**src/hw/ascq_pkg.sv**
```systemverilog
// Behaviour
// - every control register write starts a fresh conversion sequence, with the new settings only when byte 0 is strobed
// - a control write during a running sequence aborts it and clears all done flags
// - the control register may be read or written at any moment
// - scan bit 0 runs one sequence and stops; 1 repeats sequences continuously
// - multichannel bit 0: every conversion samples the one selected input
// - multichannel bit 1: four or eight inputs converted in turn from selected group
// - length bit 0 gives four conversions, 1 gives eight, in both channel modes
// - scan, multichannel and length bits together select one of eight modes
// - codes 0-7 analog inputs, 8-11 reserved, 12-14 references and midpoint, 15 test
// - single-channel results fill slots 0-3 or 0-7
// - mode and channel bits reset to zero; the upper nine bits are unused
// - sequence-done flag set at first sequence end; cleared by a control write
// - each slot-done flag is set on its conversion, held until its result is read
// - the next-slot pointer shows the slot to be written next
package ascq_pkg;
	// register byte offsets
	localparam logic [7:0] OFF_CTRL    = 8'h00;
	localparam logic [7:0] OFF_STATUS  = 8'h04;
	localparam logic [7:0] OFF_IRQ_ST  = 8'h08;
	localparam logic [7:0] OFF_IRQ_CLR = 8'h0c;
	localparam logic [7:0] OFF_IRQ_EN  = 8'h10;
	localparam logic [7:0] OFF_RES     = 8'h20;
	localparam logic [7:0] OFF_RES_END = 8'h3c;
	localparam int         WORD_SHIFT  = 2;
	// field layout
	localparam int CTRL_W        = 7;
	localparam int STAT_SCF_BIT  = 15;
	localparam int STAT_CTR_LSB  = 8;
	localparam int STAT_CCF_LSB  = 0;
	localparam int IRQ_W         = 2;
	localparam int IRQ_SEQ_BIT   = 0;
	localparam int IRQ_SLOT_BIT  = 1;
	localparam logic [2:0] LAST_OF_FOUR  = 3'h3;
	localparam logic [2:0] LAST_OF_EIGHT = 3'h7;
	// axi responses
	localparam logic [1:0] RESP_OKAY   = 2'h0;
	localparam logic [1:0] RESP_SLVERR = 2'h2;

	typedef struct packed {
		logic       scan;
		logic       multi_channel_sel;
		logic       eight_conversion_sel;
		logic [3:0] channel_select_field;
	} ascq_ctrl_t;

	localparam ascq_ctrl_t CTRL_RESET = '0;

	// gray codes along idle -> issue -> wait -> issue
	typedef enum logic [1:0] {
		S_IDLE  = 2'h0,
		S_ISSUE = 2'h1,
		S_WAIT  = 2'h3
	} ascq_state_t;

	// input code for the slot about to be converted
	function automatic logic [3:0] chan_for(ascq_ctrl_t c, logic [2:0] slot);
		if (!c.multi_channel_sel)
			return c.channel_select_field;
		if (c.eight_conversion_sel)
			return {c.channel_select_field[3], slot};
		return {c.channel_select_field[3:2], slot[1:0]};
	endfunction : chan_for

	function automatic logic [2:0] last_slot(ascq_ctrl_t c);
		return c.eight_conversion_sel ? LAST_OF_EIGHT : LAST_OF_FOUR;
	endfunction : last_slot

	function automatic logic is_result(logic [7:0] a);
		return a >= OFF_RES && a <= OFF_RES_END;
	endfunction : is_result

	function automatic logic [2:0] res_idx(logic [7:0] a);
		logic [7:0] off;
		off = 8'(a - OFF_RES) >> WORD_SHIFT;
		return off[2:0];
	endfunction : res_idx

	function automatic logic addr_ok(logic [7:0] a);
		return a[1:0] == 2'h0 && (a <= OFF_IRQ_EN || is_result(a));
	endfunction : addr_ok
endpackage : ascq_pkg

```
**src/hw/ascq_reg_if.sv**
```systemverilog
`timescale 1ns/1ps
// register requests from the bus front end to the register file
interface ascq_reg_if;
	logic        wr_en;
	logic        rd_en;
	logic [7:0]  waddr;
	logic [7:0]  raddr;
	logic [31:0] wdata;
	logic [3:0]  wstrb;
	logic [31:0] rdata;
	logic        rd_ack;
	modport slave (output wr_en, rd_en, waddr, raddr, wdata, wstrb, input rdata, rd_ack);
	modport regs  (input wr_en, rd_en, waddr, raddr, wdata, wstrb, output rdata, rd_ack);
endinterface : ascq_reg_if

```
**src/hw/ascq_result_mem.sv**
```systemverilog
`timescale 1ns/1ps
// result slots; read data come out of a register one cycle after the address
module ascq_result_mem #(
	parameter int W  = 10,
	parameter int D  = 8,
	parameter int AW = 3
) (
	// clock and reset
	input  wire logic          ref_clk,
	input  wire logic          rst_n,
	input  wire logic          ce,
	// write port
	input  wire logic          we,
	input  wire logic [AW-1:0] waddr,
	input  wire logic [W-1:0]  wdata,
	// read port
	input  wire logic [AW-1:0] raddr,
	output logic      [W-1:0]  rdata
);
	typedef struct packed {
		logic [D-1:0][W-1:0] mem;
		logic [W-1:0]        rd;
	} ascq_mem_t;

	ascq_mem_t q, d;

	// write and read may hit one slot together; the read returns the old word
	always_comb begin
		d = q;
		d.rd = q.mem[raddr];
		if (we)
			d.mem[waddr] = wdata;
	end

	always_ff @(posedge ref_clk or negedge rst_n) begin
		if (!rst_n)
			q <= '0;
		else if (ce)
			q <= d;
	end

	assign rdata = q.rd;
endmodule : ascq_result_mem

```
**src/hw/ascq_axil_slave.sv**
```systemverilog
`timescale 1ns/1ps
// axi4-lite front end: one write and one read in flight, all outputs registered
module ascq_axil_slave (
	// clock and reset
	input  wire logic        ref_clk,
	input  wire logic        rst_n,
	input  wire logic        ce,
	// write channels
	input  wire logic [7:0]  s_axi_awaddr,
	input  wire logic        s_axi_awvalid,
	output logic             s_axi_awready,
	input  wire logic [31:0] s_axi_wdata,
	input  wire logic [3:0]  s_axi_wstrb,
	input  wire logic        s_axi_wvalid,
	output logic             s_axi_wready,
	output logic [1:0]       s_axi_bresp,
	output logic             s_axi_bvalid,
	input  wire logic        s_axi_bready,
	// read channels
	input  wire logic [7:0]  s_axi_araddr,
	input  wire logic        s_axi_arvalid,
	output logic             s_axi_arready,
	output logic [31:0]      s_axi_rdata,
	output logic [1:0]       s_axi_rresp,
	output logic             s_axi_rvalid,
	input  wire logic        s_axi_rready,
	// register side
	ascq_reg_if.slave        rif
);
	typedef struct packed {
		logic        awready, wready, arready, bvalid, rvalid;
		logic [1:0]  bresp, rresp;
		logic [31:0] rdata;
		logic        have_aw, have_w, busy, wr_en, rd_en;
		logic [7:0]  waddr, raddr;
		logic [31:0] wdata;
		logic [3:0]  wstrb;
	} ascq_slv_t;

	ascq_slv_t q, d;

	// address and data may arrive in either order; the write fires once both are held
	always_comb begin
		d = q;
		d.wr_en = 1'b0;
		d.rd_en = 1'b0;
		if (s_axi_awvalid && q.awready) begin
			d.have_aw = 1'b1;
			d.waddr   = s_axi_awaddr;
		end
		if (s_axi_wvalid && q.wready) begin
			d.have_w = 1'b1;
			d.wdata  = s_axi_wdata;
			d.wstrb  = s_axi_wstrb;
		end
		if (q.bvalid && s_axi_bready)
			d.bvalid = 1'b0;
		if (q.have_aw && q.have_w && !q.bvalid) begin
			d.wr_en   = 1'b1;
			d.bvalid  = 1'b1;
			d.bresp   = ascq_pkg::addr_ok(q.waddr) ? ascq_pkg::RESP_OKAY : ascq_pkg::RESP_SLVERR;
			d.have_aw = 1'b0;
			d.have_w  = 1'b0;
		end
		d.awready = !d.have_aw && !d.bvalid;
		d.wready  = !d.have_w && !d.bvalid;
		// read: request, wait one cycle for the registered data, then answer
		if (s_axi_arvalid && q.arready) begin
			d.busy  = 1'b1;
			d.raddr = s_axi_araddr;
			d.rd_en = 1'b1;
		end
		if (rif.rd_ack) begin
			d.rvalid = 1'b1;
			d.rdata  = ascq_pkg::addr_ok(q.raddr) ? rif.rdata : '0;
			d.rresp  = ascq_pkg::addr_ok(q.raddr) ? ascq_pkg::RESP_OKAY : ascq_pkg::RESP_SLVERR;
		end
		if (q.rvalid && s_axi_rready) begin
			d.rvalid = 1'b0;
			d.busy   = 1'b0;
		end
		d.arready = !d.busy;
	end

	always_ff @(posedge ref_clk or negedge rst_n) begin
		if (!rst_n)
			q <= '0;
		else if (ce)
			q <= d;
	end

	assign s_axi_awready = q.awready;
	assign s_axi_wready  = q.wready;
	assign s_axi_bresp   = q.bresp;
	assign s_axi_bvalid  = q.bvalid;
	assign s_axi_arready = q.arready;
	assign s_axi_rdata   = q.rdata;
	assign s_axi_rresp   = q.rresp;
	assign s_axi_rvalid  = q.rvalid;
	assign rif.wr_en     = q.wr_en;
	assign rif.rd_en     = q.rd_en;
	assign rif.waddr     = q.waddr;
	assign rif.raddr     = q.raddr;
	assign rif.wdata     = q.wdata;
	assign rif.wstrb     = q.wstrb;
endmodule : ascq_axil_slave

```
**src/hw/ascq_top.sv**
```systemverilog
`timescale 1ns/1ps
// conversion sequencer with its registers, result slots and interrupt
module ascq_top #(
	parameter int RES_W = 10
) (
	// clock, reset, enable
	input  wire logic             ref_clk,
	input  wire logic             rst_n,
	input  wire logic             ce,
	// axi4-lite write
	input  wire logic [7:0]       s_axi_awaddr,
	input  wire logic             s_axi_awvalid,
	output logic                  s_axi_awready,
	input  wire logic [31:0]      s_axi_wdata,
	input  wire logic [3:0]       s_axi_wstrb,
	input  wire logic             s_axi_wvalid,
	output logic                  s_axi_wready,
	output logic [1:0]            s_axi_bresp,
	output logic                  s_axi_bvalid,
	input  wire logic             s_axi_bready,
	// axi4-lite read
	input  wire logic [7:0]       s_axi_araddr,
	input  wire logic             s_axi_arvalid,
	output logic                  s_axi_arready,
	output logic [31:0]           s_axi_rdata,
	output logic [1:0]            s_axi_rresp,
	output logic                  s_axi_rvalid,
	input  wire logic             s_axi_rready,
	// converter core
	output logic                  conv_start,
	output logic [3:0]            conv_channel,
	output logic                  conv_abort,
	input  wire logic             conv_done,
	input  wire logic [RES_W-1:0] conv_result,
	// interrupt
	output logic                  irq
);
	typedef struct packed {
		ascq_pkg::ascq_ctrl_t  ctrl;
		ascq_pkg::ascq_state_t st;
		logic [2:0]                 next_slot_pointer;
		logic                       sequence_done_flag;
		logic [7:0]                 slot_done_flags;
		logic [ascq_pkg::IRQ_W-1:0] irq_st;
		logic [ascq_pkg::IRQ_W-1:0] irq_en;
		logic                       irq;
		logic                       conv_start;
		logic [3:0]                 conv_chan;
		logic                       conv_abort;
		logic                       rd_ack;
		logic                       rd_res;
		logic [15:0]                rreg;
	} ascq_top_t;

	ascq_top_t q, d;

	ascq_reg_if rif ();

	logic             ctrl_wr;
	logic             seq_end;
	logic             slot_wr;
	logic [15:0]      rmux;
	logic [RES_W-1:0] res_q;

	ascq_axil_slave u_slave (
		.ref_clk      (ref_clk),
		.rst_n        (rst_n),
		.ce           (ce),
		.s_axi_awaddr (s_axi_awaddr),
		.s_axi_awvalid(s_axi_awvalid),
		.s_axi_awready(s_axi_awready),
		.s_axi_wdata  (s_axi_wdata),
		.s_axi_wstrb  (s_axi_wstrb),
		.s_axi_wvalid (s_axi_wvalid),
		.s_axi_wready (s_axi_wready),
		.s_axi_bresp  (s_axi_bresp),
		.s_axi_bvalid (s_axi_bvalid),
		.s_axi_bready (s_axi_bready),
		.s_axi_araddr (s_axi_araddr),
		.s_axi_arvalid(s_axi_arvalid),
		.s_axi_arready(s_axi_arready),
		.s_axi_rdata  (s_axi_rdata),
		.s_axi_rresp  (s_axi_rresp),
		.s_axi_rvalid (s_axi_rvalid),
		.s_axi_rready (s_axi_rready),
		.rif          (rif.slave)
	);

	// results land in the slot the pointer names
	ascq_result_mem #(.W(RES_W), .D(8), .AW(3)) u_mem (
		.ref_clk(ref_clk),
		.rst_n  (rst_n),
		.ce     (ce),
		.we     (slot_wr),
		.waddr  (q.next_slot_pointer),
		.wdata  (conv_result),
		.raddr  (ascq_pkg::res_idx(rif.raddr)),
		.rdata  (res_q)
	);

	// request decode; a conversion finishing in a write cycle belongs to the aborted run
	assign ctrl_wr = rif.wr_en && rif.waddr == ascq_pkg::OFF_CTRL;
	assign slot_wr = q.st == ascq_pkg::S_WAIT && conv_done && !ctrl_wr;
	assign seq_end = slot_wr && q.next_slot_pointer == ascq_pkg::last_slot(q.ctrl);

	// read mux over the plain registers
	always_comb begin
		rmux = '0;
		unique case (rif.raddr)
			ascq_pkg::OFF_CTRL:   rmux[ascq_pkg::CTRL_W-1:0] = q.ctrl;
			ascq_pkg::OFF_STATUS: begin
				rmux[ascq_pkg::STAT_SCF_BIT]      = q.sequence_done_flag;
				rmux[ascq_pkg::STAT_CTR_LSB +: 3] = q.next_slot_pointer;
				rmux[ascq_pkg::STAT_CCF_LSB +: 8] = q.slot_done_flags;
			end
			ascq_pkg::OFF_IRQ_ST: rmux[ascq_pkg::IRQ_W-1:0] = q.irq_st;
			ascq_pkg::OFF_IRQ_EN: rmux[ascq_pkg::IRQ_W-1:0] = q.irq_en;
			default:              rmux = '0;
		endcase
	end

	// next state: clears first so that a set in the same cycle wins
	always_comb begin
		d = q;
		d.conv_start = 1'b0;
		d.conv_abort = 1'b0;
		d.rd_ack     = 1'b0;
		if (rif.rd_en) begin
			d.rd_ack = 1'b1;
			d.rd_res = ascq_pkg::is_result(rif.raddr);
			d.rreg   = rmux;
			// a misaligned result address is refused and must not clear a flag
			if (ascq_pkg::is_result(rif.raddr) && ascq_pkg::addr_ok(rif.raddr))
				d.slot_done_flags[ascq_pkg::res_idx(rif.raddr)] = 1'b0;
		end
		if (rif.wr_en && rif.waddr == ascq_pkg::OFF_IRQ_CLR)
			d.irq_st = q.irq_st & ~rif.wdata[ascq_pkg::IRQ_W-1:0];
		if (rif.wr_en && rif.waddr == ascq_pkg::OFF_IRQ_EN && rif.wstrb[0])
			d.irq_en = rif.wdata[ascq_pkg::IRQ_W-1:0];
		if (ctrl_wr) begin
			if (rif.wstrb[0])
				d.ctrl = ascq_pkg::ascq_ctrl_t'(rif.wdata[ascq_pkg::CTRL_W-1:0]);
			d.conv_abort         = q.st != ascq_pkg::S_IDLE;
			d.sequence_done_flag = 1'b0;
			d.slot_done_flags    = '0;
			d.next_slot_pointer  = '0;
			d.st                 = ascq_pkg::S_ISSUE;
		end else begin
			unique case (q.st)
				ascq_pkg::S_IDLE: d.st = ascq_pkg::S_IDLE;
				ascq_pkg::S_ISSUE: begin
					d.conv_start = 1'b1;
					d.conv_chan  = ascq_pkg::chan_for(q.ctrl, q.next_slot_pointer);
					d.st         = ascq_pkg::S_WAIT;
				end
				ascq_pkg::S_WAIT: begin
					if (slot_wr) begin
						d.slot_done_flags[q.next_slot_pointer] = 1'b1;
						d.irq_st[ascq_pkg::IRQ_SLOT_BIT]       = 1'b1;
						d.next_slot_pointer = 3'(q.next_slot_pointer + 3'h1);
						d.st                = ascq_pkg::S_ISSUE;
					end
					if (seq_end) begin
						d.sequence_done_flag            = 1'b1;
						d.irq_st[ascq_pkg::IRQ_SEQ_BIT] = 1'b1;
						d.next_slot_pointer             = '0;
						d.st = q.ctrl.scan ? ascq_pkg::S_ISSUE : ascq_pkg::S_IDLE;
					end
				end
				default: d.st = ascq_pkg::S_IDLE;
			endcase
		end
		d.irq = |(d.irq_st & d.irq_en);
	end

	// reset leaves every mode bit at zero and the sequencer idle
	always_ff @(posedge ref_clk or negedge rst_n) begin
		if (!rst_n)
			q <= '0;
		else if (ce)
			q <= d;
	end

	// memory data only line up with the ack one cycle after the request
	assign rif.rdata  = q.rd_res ? 32'(res_q) : 32'(q.rreg);
	assign rif.rd_ack = q.rd_ack;
	assign conv_start   = q.conv_start;
	assign conv_channel = q.conv_chan;
	assign conv_abort   = q.conv_abort;
	assign irq          = q.irq;

	logic [2:0] prev_slot;
	always_ff @(posedge ref_clk or negedge rst_n) begin
		if (!rst_n)
			prev_slot <= '0;
		else if (ce)
			prev_slot <= q.next_slot_pointer;
	end
endmodule : ascq_top

```
**config.mk**
```make
export PLATFORM = sky130hd
export DESIGN_NAME = ascq_top
export DESIGN_NICKNAME = d
export VERILOG_FILES = /design/src/hw/ascq_pkg.sv /design/src/hw/ascq_reg_if.sv /design/src/hw/ascq_result_mem.sv /design/src/hw/ascq_axil_slave.sv /design/src/hw/ascq_top.sv
export SDC_FILE = /design/constraint.sdc
export NUM_CORES = 1
export LEC_CHECK = 0
export ABC_AREA = 1
export BUFFER_PORTS_ARGS = -buffer_cell sky130_fd_sc_hd__clkbuf_2
export CORE_MARGIN = 2
export CORE_UTILIZATION = 40
export CTS_BUF_LIST = sky130_fd_sc_hd__clkbuf_2
export DETAILED_ROUTE_END_ITERATION = 10
export SLEW_MARGIN = 10
export SYNTH_ARGS = -nofsm -noshare
export SYNTH_HDL_FRONTEND = slang
export SYNTH_SLANG_ARGS = --single-unit
```
**constraint.sdc**
```tcl
create_clock -name ref_clk -period 2.05 [get_ports ref_clk]
set_clock_uncertainty 0.1 [all_clocks]
set_input_delay 0.1025 -clock ref_clk [delete_from_list [all_inputs] [get_ports ref_clk]]
set_output_delay 0.1025 -clock ref_clk [all_outputs]
set_load 0.1 [all_outputs]
```
### Word level (Yosys, flattened, before mapping)

Index checks and enable logic that the tools add are counted.

* bits in registers: 206
* input port bits: 71
* output and inout port bits: 48
* logic and storage cells: 182

* add/sub/neg operators: 2
* $lt $le $gt $ge: 10
* eq/ne operators: 9
* mux-type cells: 57
* bitwise logic cells: 7
* reductions and logical operators: 54

Operators by type and width (number)
* $bwmux W80: 1
* $mux W16: 2
* $bmux W10 S3: 1
* $demux W10 S3: 1
* $mux W14: 2
* $logic_and A1 B1 Y1: 23
* $mux W1: 23
* $mux W10: 2
* $mux W4: 5
* $mux W18: 1
* $reduce_and A2 Y1: 9
* $eq A8 B4 Y1 const B: 2
* $eq A8 B5 Y1 const B: 2
* $ge A8 B6 Y1 const B: 2
* $le A8 B5 Y1 const B: 2
* $le A8 B6 Y1 const B: 2
* $logic_not A8 Y1: 2
* $mux W8: 2
* $mux W5: 3
* $mux W2: 6
* $reduce_and A3 Y1: 4
* $pmux W5 S2: 1
* $mux W9: 1
* $and A8 B8 Y8: 1
* other kinds (25): 39

### Longest topological paths before layout

Gate-level depths: netlist (run 1).

* depth in word-level cells: 15
* gate-level depth with buffers: 10
* gate-level depth less buffers: 10

### Cells and area by module

From an unflattened synthesis (run 1), not the netlist that was laid out.

* cell total of the unflattened synthesis: 1447
* area total of the unflattened synthesis: 11742.5 sq um

Modules (own cells, without submodules)
* ascq_result_mem: instances 1, cells each 564, area an instance 4564.4 sq um, sequential area each 2252.2 sq um
* ascq_axil_slave: instances 1, cells each 515, area an instance 4483.0 sq um, sequential area each 2402.3 sq um
* ascq_top: instances 1, cells each 368, area an instance 2695.1 sq um, sequential area each 1151.1 sq um

### Worst setup path after synthesis (run 1)

No wires, ideal clock.

* path type: register -> register
* from: register u_slave.q, in the netlist u_slave.s_axi_wready
* to: register u_slave.q, in the netlist u_slave.rif.wdata[0]
* setup time: 0.132 ns
* arrival: 1.740 ns
* data required time: 1.818 ns
* setup slack: 0.078 ns
* stages on the path, launching flop included: 5
* buffers on the path: 1
* period minus slack after synthesis: 1.972 ns
* cells stage by stage: dfrtp_1 > nand2_1 > nor2_1 > clkbuf_1 > o21ai_0

* word-level cells in the longest chain between the ends: 2

Ends and longest elaborated chain
* start: declaration: line ascq_axil_slave.sv:40 `ascq_slv_t q, d;`
* start signal: assignment: line ascq_axil_slave.sv:87 `q <= '0;`
* start signal: assignment: line ascq_axil_slave.sv:89 `q <= d;`
* $logic_and A1 B1 Y1: line ascq_axil_slave.sv:51 `if (s_axi_wvalid && q.wready) begin`
* $reduce_and A2 Y1 (no line)

No other way between the ends.
A chain may end at the register's enable or synchronous reset.

### Final worst setup path (run 1)

* from: register u_slave.q, in the netlist u_slave.s_axi_awready
* to: register u_slave.q, in the netlist u_slave.rif.waddr[5]

* word-level cells in the longest chain between the ends: 2

Ends and longest elaborated chain
* $logic_and A1 B1 Y1: line ascq_axil_slave.sv:47 `if (s_axi_awvalid && q.awready) begin`
* $reduce_and A2 Y1 (no line)

No other way between the ends.

==> impl_results.md, run 1 <==
* Synth top area share at 0.5212
* # H-tree levels at 4
* Final max-slew violation count at 0
* Post-DP HPWL at roughly 16 mm
* Post-route DRC violation count at 0
* Fraction of registers with async set/reset at 1.000
* Bufs on Longest Clock Path at 2
* Max-slew headroom at 0.6236
* Cell chain of the critical path: nand2_1 -> nor2_2 -> mux2_2 -> dlygate4sd3_1
* Final Hold Viols at 0
* Clock Sinks at 184
* Outcome: finished clean
* Yosys warnings at 0
* Antenna-violating nets left at 0
* Worst Path Max Fanout at 8
* Post-Route WL at 24.73 mm
* Chip height at 152.6 um
* Part of the power in registers at 0.467
* Worst hold path type: in -> reg
* Die Footprint at 23,290 um2
* Startpoint types: flip-flop
* Worst setup margin at 0.1436 ns
* Layout cells sized above 1 at 0.1319
* Worst path top cell family by delay: buffers and inverters
* Int Power at 5.856 mW
* Initial Util at 0.4061
* Initial antenna violation count at 1
* Slew @ Worst Pin at 0.5632 ns
* Setup CP Type: reg -> reg
* Achievable Freq at 524.5 MHz
* Largest area contributor in the netlist: dfrtp_1
* Number of global-route vias before repair at 7,674
* LEAKAGE at 5.575 nW
* Later-pin clock latency in the skew report at 0.77 ns
* EDFF count, synth at 0
* Via count at 7,951
* Final Cycle Share at 0.9300
* Synth area leaders: dfrtp_1, nand2_1, nand3_1
* Pwr dens at 894.5 nW/um2
* Final instance area at 10,760 um2
* First-pass GRT wire length at roughly 40 mm
* Site Rows at 54
* Max stage delay on crit path at 0.56 ns
* Area grow syn2layout at 21.78%
* Switch share at 0.3916
* Pre-CTS WS at -0.3680 ns
* CP max stage cell: dlygate4sd3_1
* Bufs and invs on worst path at 1
* Critical Path RT at 2.63 ns
* Routability cong. at just under 0.9
* Period minus WS final at 1.906 ns
* Syn_area_per_cell at ~7.7 um2
* Combinational Power Share at 0.311
* Pin count of the biggest net entering global routing at 43
* CTS Buf Count at 17
* Top FF cell, synth: dfrtp_1
* Core Box Area at 21,760 um2
* Nets at around 1,400
* PortBufs at between 60 and 70
* Drt wl/cell at 15.52 um
* Unrepaired setup endpoints after global routing: no
* Design Power at 9.624 mW
* Mean number of vias per cell at 4.991
* CTS tree: yes
* Grt total ovfl at 0
* DRT Pass-1 Iters at 6
* Post-Syn Instances at 1,142
* Yosys reg bits at 184
* # IOs at between 100 and 150
* Sw Pwr at about 3.8 mW
* Arrival @ worst endpoint at 2.49 ns
* Max VDD drop at between 0.4 and 0.5 mV
* Die Span X at between 150 and 200 um
* Iteration-0 DRC count of the detailed router at 665
* Commonest cells post-synth: nand2_1, dfrtp_1, nand3_1, nor2_1, o21ai_0
* Clk slew on worst S/H paths at 0.28 ns
* Yosys cell types at 30
* Max Cap Viol at 0
* Final design utilization at 0.4945
* Post-DP Area at roughly 9500 um2
* Clock Root Buffer: clkbuf_2
* Sequential area share after synthesis at 0.5212
* Clk pwr share at 0.222
* Count of final setup violators at 0
* Synthesized area at 8835 um2
* Top-count cell post-synth: nand2_1
* GRT Total Usage at 0.2157
* CP endpoint kind: flip-flop
per-stage QoR:
stage	cells	TNS [ns]	hold slack [ns]
final	1593	0	0.1060
after global routing	1593	0	0.02603
after CTS	1591	0	0.05323
after detailed placement	1461	-27.08	-0.03625
after global placement	1461	-24.20	-0.02625
after floorplan	1163	0	-0.2931
cells in the final DEF (no fill, tap or decap), types with 4 or more instances in the layout:
master	synthesis	routed
conb_1	1	22
bufinv_16	0	4
clkbuf_2	0	85
nor2_1	66	65
nand2_2	10	10
nand3_1	112	111
buf_4	41	41
o21ai_0	61	61
dlygate4sd3_1	0	95
inv_1	60	60
dfrtp_1	184	184
a22oi_1	8	8
buf_12	0	6
nand4_1	19	19
o21ai_1	13	13
nand2_1	472	472
nor2_2	3	5
a21oi_1	18	18
state kept, by name (all words and copies together) (netlist names), 3 cells and up:
| register | flops |
|---|---|
| u_slave.rif.waddr | 8 |
| u_mem.q | 80 |
| u_slave.q | 3 |
| u_mem.rdata | 10 |
| conv_channel | 4 |
| u_slave.s_axi_rdata | 12 |
| q | 38 |
| u_slave.rif.raddr | 8 |
| u_slave.rif.wdata | 7 |
cell type report:
cell class                 instances  area, um2
fill                            2136      11000
sequential                       184       4604
multi-input combinational        822       3550
timing repair buffer             210       1725
tap                              280      350.3
inverter                          64      240.2
clock inverter                    14      196.4
clock buffer                      18      90.09
antenna                            1      2.502
cell families (layout without fill, tap and decap cells):
logic type | Yosys count | after routing | synth area share
flip-flops | 184 | 184 | 0.5212
buffers and inverters | 159 | 306 | 0.08880
AO/OA/AOI/OAI | 105 | 105 | 0.06345
AND/OR/NAND/NOR | 689 | 691 | 0.3209
multiplexers | 3 | 3 | 0.003824
adder cells (fa/ha/maj) | 1 | 1 | 0.001416
other | 1 | 23 | 0.0004245
timing repair:
| action | CTS | global route |
|---|---|---|
| setup buffers | 0 | 1 |
| cloned | 2 | 0 |
| gates resized for setup | 1 | 2 |
| hold buffers | 96 | 0 |
| endpoints found under the hold margin | 345 | 0 |
| pin swaps | 1 | 1 |
| setup endpoints to repair | 80 | 90 |
power groups by stage:
stage	clock (mW)	combinational, mW	sequential, mW
2_1_floorplan	0	1.62	4.79
3_3_place_gp	0	2.73	4.55
3_5_place_dp	0	2.76	4.55
4_1_cts	2.18	2.96	4.48
5_1_grt	2.36	3.27	4.55
6_report	2.14	2.99	4.49
worst reg2reg max path, stage by stage (launching register included):
cell and delay, ns:
dfrtp_1 0.43, nand2_1 0.09, nor2_2 0.28, mux2_2 0.37, dlygate4sd3_1 0.56
worst paths after layout:
check / end / cells past startpoint / slack, ns / startpoint
hold / removal: u_mem.q[35] / 4 / 0.11 / conv_result[5]
max in group asynchronous: u_mem.q[46] / 4 / 1.19 / rst_n
hold reg to reg: u_mem.q[82] / 2 / 0.41 / u_mem.q[82]
setup / recovery: u_slave.rif.waddr[5] / 4 / 0.14 / u_slave.s_axi_awready
setup reg to reg: u_slave.rif.waddr[5] / 4 / 0.14 / u_slave.s_axi_awready
min in group asynchronous: u_mem.q[47] / 4 / 0.32 / rst_n
routing by layer:
layer	global-route usage	vias to the layer above	wire, um
met5	0	-	0
met4	0.06437	0	443
met3	0.03868	38	1164
met2	0.3468	211	11880
met1	0.2995	3816	11240
li1	-	3886	-
Power figures use the tool's default switching activity.
==> run 2, diff against run 1 <==
--- a/config.mk
+++ b/config.mk
@@ -8,7 +8,7 @@
 export ABC_AREA = 1
 export BUFFER_PORTS_ARGS = -buffer_cell sky130_fd_sc_hd__clkbuf_2
 export CORE_MARGIN = 2
-export CORE_UTILIZATION = 40
+export CORE_UTILIZATION = 30
 export CTS_BUF_LIST = sky130_fd_sc_hd__clkbuf_2
 export DETAILED_ROUTE_END_ITERATION = 10
 export SLEW_MARGIN = 10
==> run 2 against run 1 <==
Cell count increased by 6.8%. Via count increased by 0.99%. Global-route usage decreased by 4.7 points. Non-clock buffer count increased by 5. Worst setup slack got worse by 0.058 ns. Utilization decreased by 12 points. Largest cell class unchanged. Routed wire length increased by 1.8%. Cell area increased by 1.6%. Critical endpoint is now u_slave.rif.waddr[0]. Register-to-register slack improved by 0.02 ns. Combinational power increased by 2%. First-iteration DRC count decreased by 17%. Sequential share of layout area decreased by 0.67 points.
==> impl_results.md, run 2 (synthesis results as in run 1) <==
* Outcome: finished clean (unchanged)
* Final instance area at 10,930 um2 (was 10,760 um2)
* Worst Path Max Fanout at 37 (was 8)
* Slew @ Worst Pin at 0.5861 ns (was 0.5632 ns)
* Switch share at 0.4000 (was 0.3916)
* Number of global-route vias before repair at 7,692 (was 7,674)
* R2R Path Start: u_slave.s_axi_awready (unchanged)
* Bufs on Longest Clock Path at 2 (unchanged)
* Nets at 1,376 (was 1,371)
* Most common cell after layout, fill and taps aside: nand2_1 (unchanged)
* Chip height at 175.6 um (was 152.6 um)
* Initial antenna violation count at 1 (unchanged)
* DRT Pass-1 Iters at 7 (was 6)
* Biggest register: u_mem.q (unchanged)
* Layout cells sized above 1 at 0.1352 (was 0.1319)
* Iteration-0 DRC count of the detailed router at 554 (was 665)
* Arrival @ worst endpoint at 2.50 ns (was 2.49 ns)
* Max-slew headroom at 0.6109 (was 0.6236)
* Max VDD drop at 0.4026 mV (was 0.4011 mV)
* Post-route DRC violation count at 0 (unchanged)
* Reg2reg setup slack at 0.16 ns (was 0.14 ns)
* Int Power at 5.683 mW (was 5.856 mW)
* # IOs at 119 (unchanged)
* Max Cap Viol at 0 (unchanged)
* Unrepaired setup endpoints after global routing: no (unchanged)
* Grt total ovfl at 0 (unchanged)
* GRT Total Usage at 0.1683 (was 0.2157)
* Clk pwr share at 0.203 (was 0.222)
* Later-pin clock latency in the skew report at 0.76 ns (was 0.77 ns)
* Most frequent cells in the layout: nand2_1, dfrtp_1, nand3_1 (unchanged)
* Drt wl/cell at 14.79 um (was 15.52 um)
* Clock Sinks at 184 (unchanged)
* End of the worst register-to-register path: u_slave.rif.waddr[5] (unchanged)
* Clk slew on worst S/H paths at 0.29 ns (was 0.28 ns)
* PortBufs at 68 (unchanged)
* Critical Path RT at 2.59 ns (was 2.63 ns)
* Sw Pwr at 3.789 mW (was 3.768 mW)
* Post-DP HPWL at 15.99 mm (was 15.72 mm)
* R2r worst-path depth at 4 (unchanged)
* Routability cong. at 0.8360 (was 0.8671)
* Die Footprint at 30,840 um2 (was 23,290 um2)
* Max reg flops at 80 (unchanged)
* Initial Util at 0.3061 (was 0.4061)
* Hold endpoint: u_mem.q[44] (was u_mem.q[35])
* Post-DP Area at 9647 um2 (was 9454 um2)
* Worst hold path startpoint: conv_result[4] (was conv_result[5])
* Area grow syn2layout at 23.72% (was 21.78%)
* Achievable Freq at 509.0 MHz (was 524.5 MHz)
* Worst hold path type: in -> reg (unchanged)
* Combinational Power Share at 0.323 (was 0.311)
* Mean number of vias per cell at 4.718 (was 4.991)
* Setup CP Type: in -> reg (was reg -> reg)
* Clock Root Buffer: clkbuf_2 (unchanged)
* # H-tree levels at 4 (unchanged)
* Pin count of the biggest net entering global routing at 52 (was 43)
* Core Box Area at 28,860 um2 (was 21,760 um2)
* Pwr dens at 866.6 nW/um2 (was 894.5 nW/um2)
* Site Rows at 62 (was 54)
* Period minus WS final at 1.965 ns (was 1.906 ns)
* First-pass GRT wire length at 40.99 mm (was 40.19 mm)
* CTS tree: yes (unchanged)
* TNS Setup at 0 ns (unchanged)
* Via count at 8,030 (was 7,951)
* CP endpoint kind: flip-flop (unchanged)
* Die Span X at 175.6 um (was 152.6 um)
* LEAKAGE at 5.587 nW (was 5.575 nW)
* Antenna-violating nets left at 0 (unchanged)
* Final Hold Viols at 0 (unchanged)
* Post-Route WL at 25.17 mm (was 24.73 mm)
* Part of the power in registers at 0.474 (was 0.467)
* Final max-slew violation count at 0 (unchanged)
* Startpoint types: input port (was flip-flop)
* WHS Path Cells at 4 (unchanged)
* Final Cycle Share at 0.9584 (was 0.9300)
* Count of final setup violators at 0 (unchanged)
* CTS Buf Count at 17 (unchanged)
-- run 2: layout make-up --
type	instances	area (um2)
fill	3050	17930
inverter	64	240.2
timing repair buffer	215	1813
clock inverter	13	142.6
clock buffer	19	95.09
sequential	184	4604
tap	384	480.5
multi-input combinational	822	3552
antenna	1	2.502
-- run 2: worst max path at each step --
stage,startpoint,to,slack (ns)
global placement,u_slave.rif.waddr[0],u_mem.q[19],-0.25
CTS,conv_abort,conv_abort,0.04
floorplan,u_slave.s_axi_wready,u_slave.rif.wdata[0],0.08
finish,ce,u_slave.rif.waddr[0],0.09
global route,u_slave.rif.raddr[3],q[31],0.01
detailed placement,u_slave.rif.waddr[3],u_mem.q[15],-0.25
-- run 2: per-stage QoR --
stage	instances	util	power (mW)	hold slack [ns]	worst slack [ns]
finish	1702	0.3788	9.472	0.1035	0.08522
global route	1702	0.3788	10.03	0.02855	0.01359
CTS	1699	0.3772	9.499	0.004469	0.03911
detailed placement	1568	0.3343	7.352	0.01324	-0.2499
global placement	1568	0.3343	7.314	0.008924	-0.2455
floorplan	1163	-	6.409	-0.2931	0.07845
-- run 2: timing repair --
| item | CTS | global route |
|---|---|---|
| hold endpoints to repair | 347 | 0 |
| setup endpoints to repair | 80 | 71 |
| pin swaps | 1 | 1 |
| buffers inserted | 0 | 2 |
| cloned | 2 | 0 |
| hold buffers | 97 | 0 |
| resized for setup | 0 | 5 |
-- run 2: layer usage --
metal / GRT usage / up-vias / share of wire
li1: - / 3894 / -
met1: 0.2316 / 3851 / 0.45
met2: 0.2707 / 250 / 0.47
met3: 0.03074 / 35 / 0.065
met4: 0.05062 / 0 / 0.019
met5: 0 / - / 0
-- run 2: power groups by stage --
stage	Sequential [mW]	Combinational (mW)	Clock, mW
after global placement	4.54	2.77	0
final	4.49	3.06	1.92
after floorplan	4.79	1.62	0
after CTS	4.48	3.02	2.00
after detailed placement	4.55	2.80	0
after global routing	4.55	3.35	2.13
-- run 2: critical path, cell delays in order --
cell,delay (ns)
dlygate4sd3_1,0.54
clkbuf_2,0.13
inv_2,0.16
buf_4,0.45
nor2_1,0.20
buf_4,0.22
nand2_1,0.07
dlygate4sd3_1,0.55
o21ai_0,0.07
==> run 3, diff against run 2 <==
--- a/config.mk
+++ b/config.mk
@@ -7,10 +7,11 @@
 export LEC_CHECK = 0
 export ABC_AREA = 1
 export BUFFER_PORTS_ARGS = -buffer_cell sky130_fd_sc_hd__clkbuf_2
-export CORE_MARGIN = 2
+export CORE_MARGIN = 1
 export CORE_UTILIZATION = 30
 export CTS_BUF_LIST = sky130_fd_sc_hd__clkbuf_2
 export DETAILED_ROUTE_END_ITERATION = 10
+export RECOVER_POWER = 100
 export SLEW_MARGIN = 10
 export SYNTH_ARGS = -nofsm -noshare
 export SYNTH_HDL_FRONTEND = slang
==> constraint.sdc (replaced) <==
create_clock -name ref_clk -period 2.5 [get_ports ref_clk]
set_clock_uncertainty 0.1 [all_clocks]
set_input_delay 0.125 -clock ref_clk [delete_from_list [all_inputs] [get_ports ref_clk]]
set_output_delay 0.125 -clock ref_clk [all_outputs]
set_load 0.1 [all_outputs]
==> run 3 against run 2 <==
Non-clock buffer count is 5 lower. Sequential power decreased by 17%. Largest cell class unchanged. Hold slack about the same.
==> impl_results.md, run 3 (synthesis results as in run 1) <==
* Outcome: finished clean (unchanged)
* CTS tree: yes (unchanged)
* First-pass GRT wire length at 40.32 mm (was 40.99 mm)
* Clk slew on worst S/H paths at 0.31 ns (was 0.29 ns)
* Pwr dens at 737.0 nW/um2 (was 866.6 nW/um2)
* Clk pwr share at 0.219 (was 0.203)
* Pin count of the biggest net entering global routing at 70 (was 52)
* Drt wl/cell at 14.73 um (was 14.79 um)
* Non-Filler Instances at 1,694 (was 1,702)
* Site Rows at 62 (unchanged)
* Number of global-route vias before repair at 7,592 (was 7,692)
* CTS Buf Count at 17 (unchanged)
* Switch share at 0.3964 (was 0.4000)
* Cell count after placement at 1,546 (was 1,568)
* Initial Util at 0.3061 (unchanged)
* Via count at 7,945 (was 8,030)
* PortBufs at 68 (unchanged)
* Core Box Area at 28,860 um2 (unchanged)
* Max reg flops at 80 (unchanged)
* Initial antenna violation count at 0 (was 1)
* GRT Total Usage at 0.1688 (was 0.1683)
* Die Span X at 173.6 um (was 175.6 um)
* Startpoint types: flip-flop (was input port)
* Post-DP HPWL at 15.75 mm (was 15.99 mm)
* Post-route DRC violation count at 0 (unchanged)
* Nets at 1,369 (was 1,376)
* Post-Route WL at 24.95 mm (was 25.17 mm)
* Die Footprint at 30,140 um2 (was 30,840 um2)
* Setup CP Type: reg -> reg (was in -> reg)
* Layout cells sized above 1 at 0.1053 (was 0.1352)
* Antenna-violating nets left at 0 (unchanged)
* Area grow syn2layout at 22.14% (was 23.72%)
* Final max-slew violation count at 0 (unchanged)
* Period minus WS final at 2.366 ns
* TNS Setup at 0 ns (unchanged)
* Part of the power in registers at 0.469 (was 0.474)
* Chip height at 173.6 um (was 175.6 um)
* Combinational Power Share at 0.311 (was 0.323)
* Biggest register: u_mem.q (unchanged)
* Clock Root Buffer: clkbuf_2 (unchanged)
* Slew @ Worst Pin at 1.256 ns (was 0.5861 ns)
* Count of final setup violators at 0 (unchanged)
* Worst Path Max Fanout at 69 (was 37)
* Later-pin clock latency in the skew report at 0.78 ns (was 0.76 ns)
* Unrepaired setup endpoints after global routing: no (unchanged)
* Clock Sinks at 184 (unchanged)
* Worst hold path type: in -> reg (unchanged)
* Max-slew headroom at 0.1625 (was 0.6109)
* Diodes inserted at 0 (was 1)
* DRT Pass-1 Iters at 5 (was 7)
* Achievable Freq at 422.7 MHz
* Grt total ovfl at 0 (unchanged)
* # H-tree levels at 4 (unchanged)
* Final Cycle Share at 0.9463
* Int Power at 4.800 mW (was 5.683 mW)
* CP endpoint kind: flip-flop (unchanged)
* Most common cell after layout, fill and taps aside: nand2_1 (unchanged)
* Mean number of vias per cell at 4.690 (was 4.718)
* Sw Pwr at 3.153 mW (was 3.789 mW)
* Max Cap Viol at 0 (unchanged)
* Critical Path RT at 3.13 ns (was 2.59 ns)
* Routability cong. at 0.8582 (was 0.8360)
* # IOs at 119 (unchanged)
* Bufs on Longest Clock Path at 2 (unchanged)
* Arrival @ worst endpoint at 3.00 ns (was 2.50 ns)
* Most frequent cells in the layout: nand2_1, dfrtp_1, dlygate4sd3_1 (was nand2_1, dfrtp_1, nand3_1)
* Iteration-0 DRC count of the detailed router at 547 (was 554)
* Final Hold Viols at 0 (unchanged)
* LEAKAGE at 5.519 nW (was 5.587 nW)
* Setup repair bufs after CTS at 0 (unchanged)
* Max VDD drop at 0.3450 mV (was 0.4026 mV)
run 3: layout make-up:
cell class / instances / area (um2)
Clock buffer: 17 / 85.08
Clock inverter: 15 / 200.2
Fill cell: 3057 / 18070
Inverter: 64 / 240.2
Multi-Input combinational cell: 820 / 3497
Sequential cell: 184 / 4604
Tap cell: 384 / 480.5
Timing Repair Buffer: 210 / 1683
run 3: power groups by stage:
stage	logic, mW	clock network [mW]	registers, mW
after floorplan	1.33	0	3.93
after CTS	2.48	1.80	3.72
after detailed placement	2.10	0	3.78
after global placement	2.06	0	3.78
final	2.48	1.74	3.73
after global routing	2.71	1.90	3.79
run 3: repair_timing:
action                                  in CTS  in global routing
resized for setup                            0                  1
hold endpoints to repair                   334                  0
hold buffers                               116                  0
endpoints found under the setup margin       0                  4
run 3: per-layer routing:
metal | share of wire | GRT usage | up-vias
li1 | - | - | 3877
met1 | 0.45 | 0.2326 | 3799
met2 | 0.47 | 0.2692 | 231
met3 | 0.061 | 0.03465 | 38
met4 | 0.019 | 0.04496 | 0
met5 | 0 | 0 | -
run 3: per-stage QoR:
step	total power [mW]	util	hold slack, ns	setup slack (ns)	cell area [um2]
6_report	7.953	0.3739	0.1034	0.1343	10790
5_1_grt	8.394	0.3739	0.03283	0.01261	10790
4_1_cts	8.007	0.3772	0.03387	0.02243	10890
3_5_place_dp	5.875	0.3267	-0.01449	0.4796	9429
3_3_place_gp	5.835	0.3267	-0.01670	0.4794	9429
2_1_floorplan	5.255	-	-0.2706	0.5285	8914
run 3: final timing paths:
check                                     startpoint  slack (ns)       endpoint  cells past startpoint
min in group asynchronous                      rst_n        0.82    u_mem.q[55]                      4
max in group asynchronous                      rst_n        0.47          q[32]                      4
worst min-delay path                    s_axi_rready        0.10  u_slave.q[54]                      5
worst max-delay path            u_slave.rif.waddr[5]        0.13    u_mem.q[31]                     10
worst max register to register  u_slave.rif.waddr[5]        0.13    u_mem.q[31]                     10
worst min register to register           u_mem.q[33]        0.41    u_mem.q[33]                      2
run 3: critical path, stage by stage (launching register included):
cell,delay (ns)
dfrtp_1,0.48
nor2_1,0.15
nand2_1,0.08
nor2_1,0.19
nand2_2,0.15
nand2_2,0.13
nor2_1,0.08
buf_12,0.23
nand3_1,0.11
dlygate4sd3_1,0.56
nand2_1,0.05
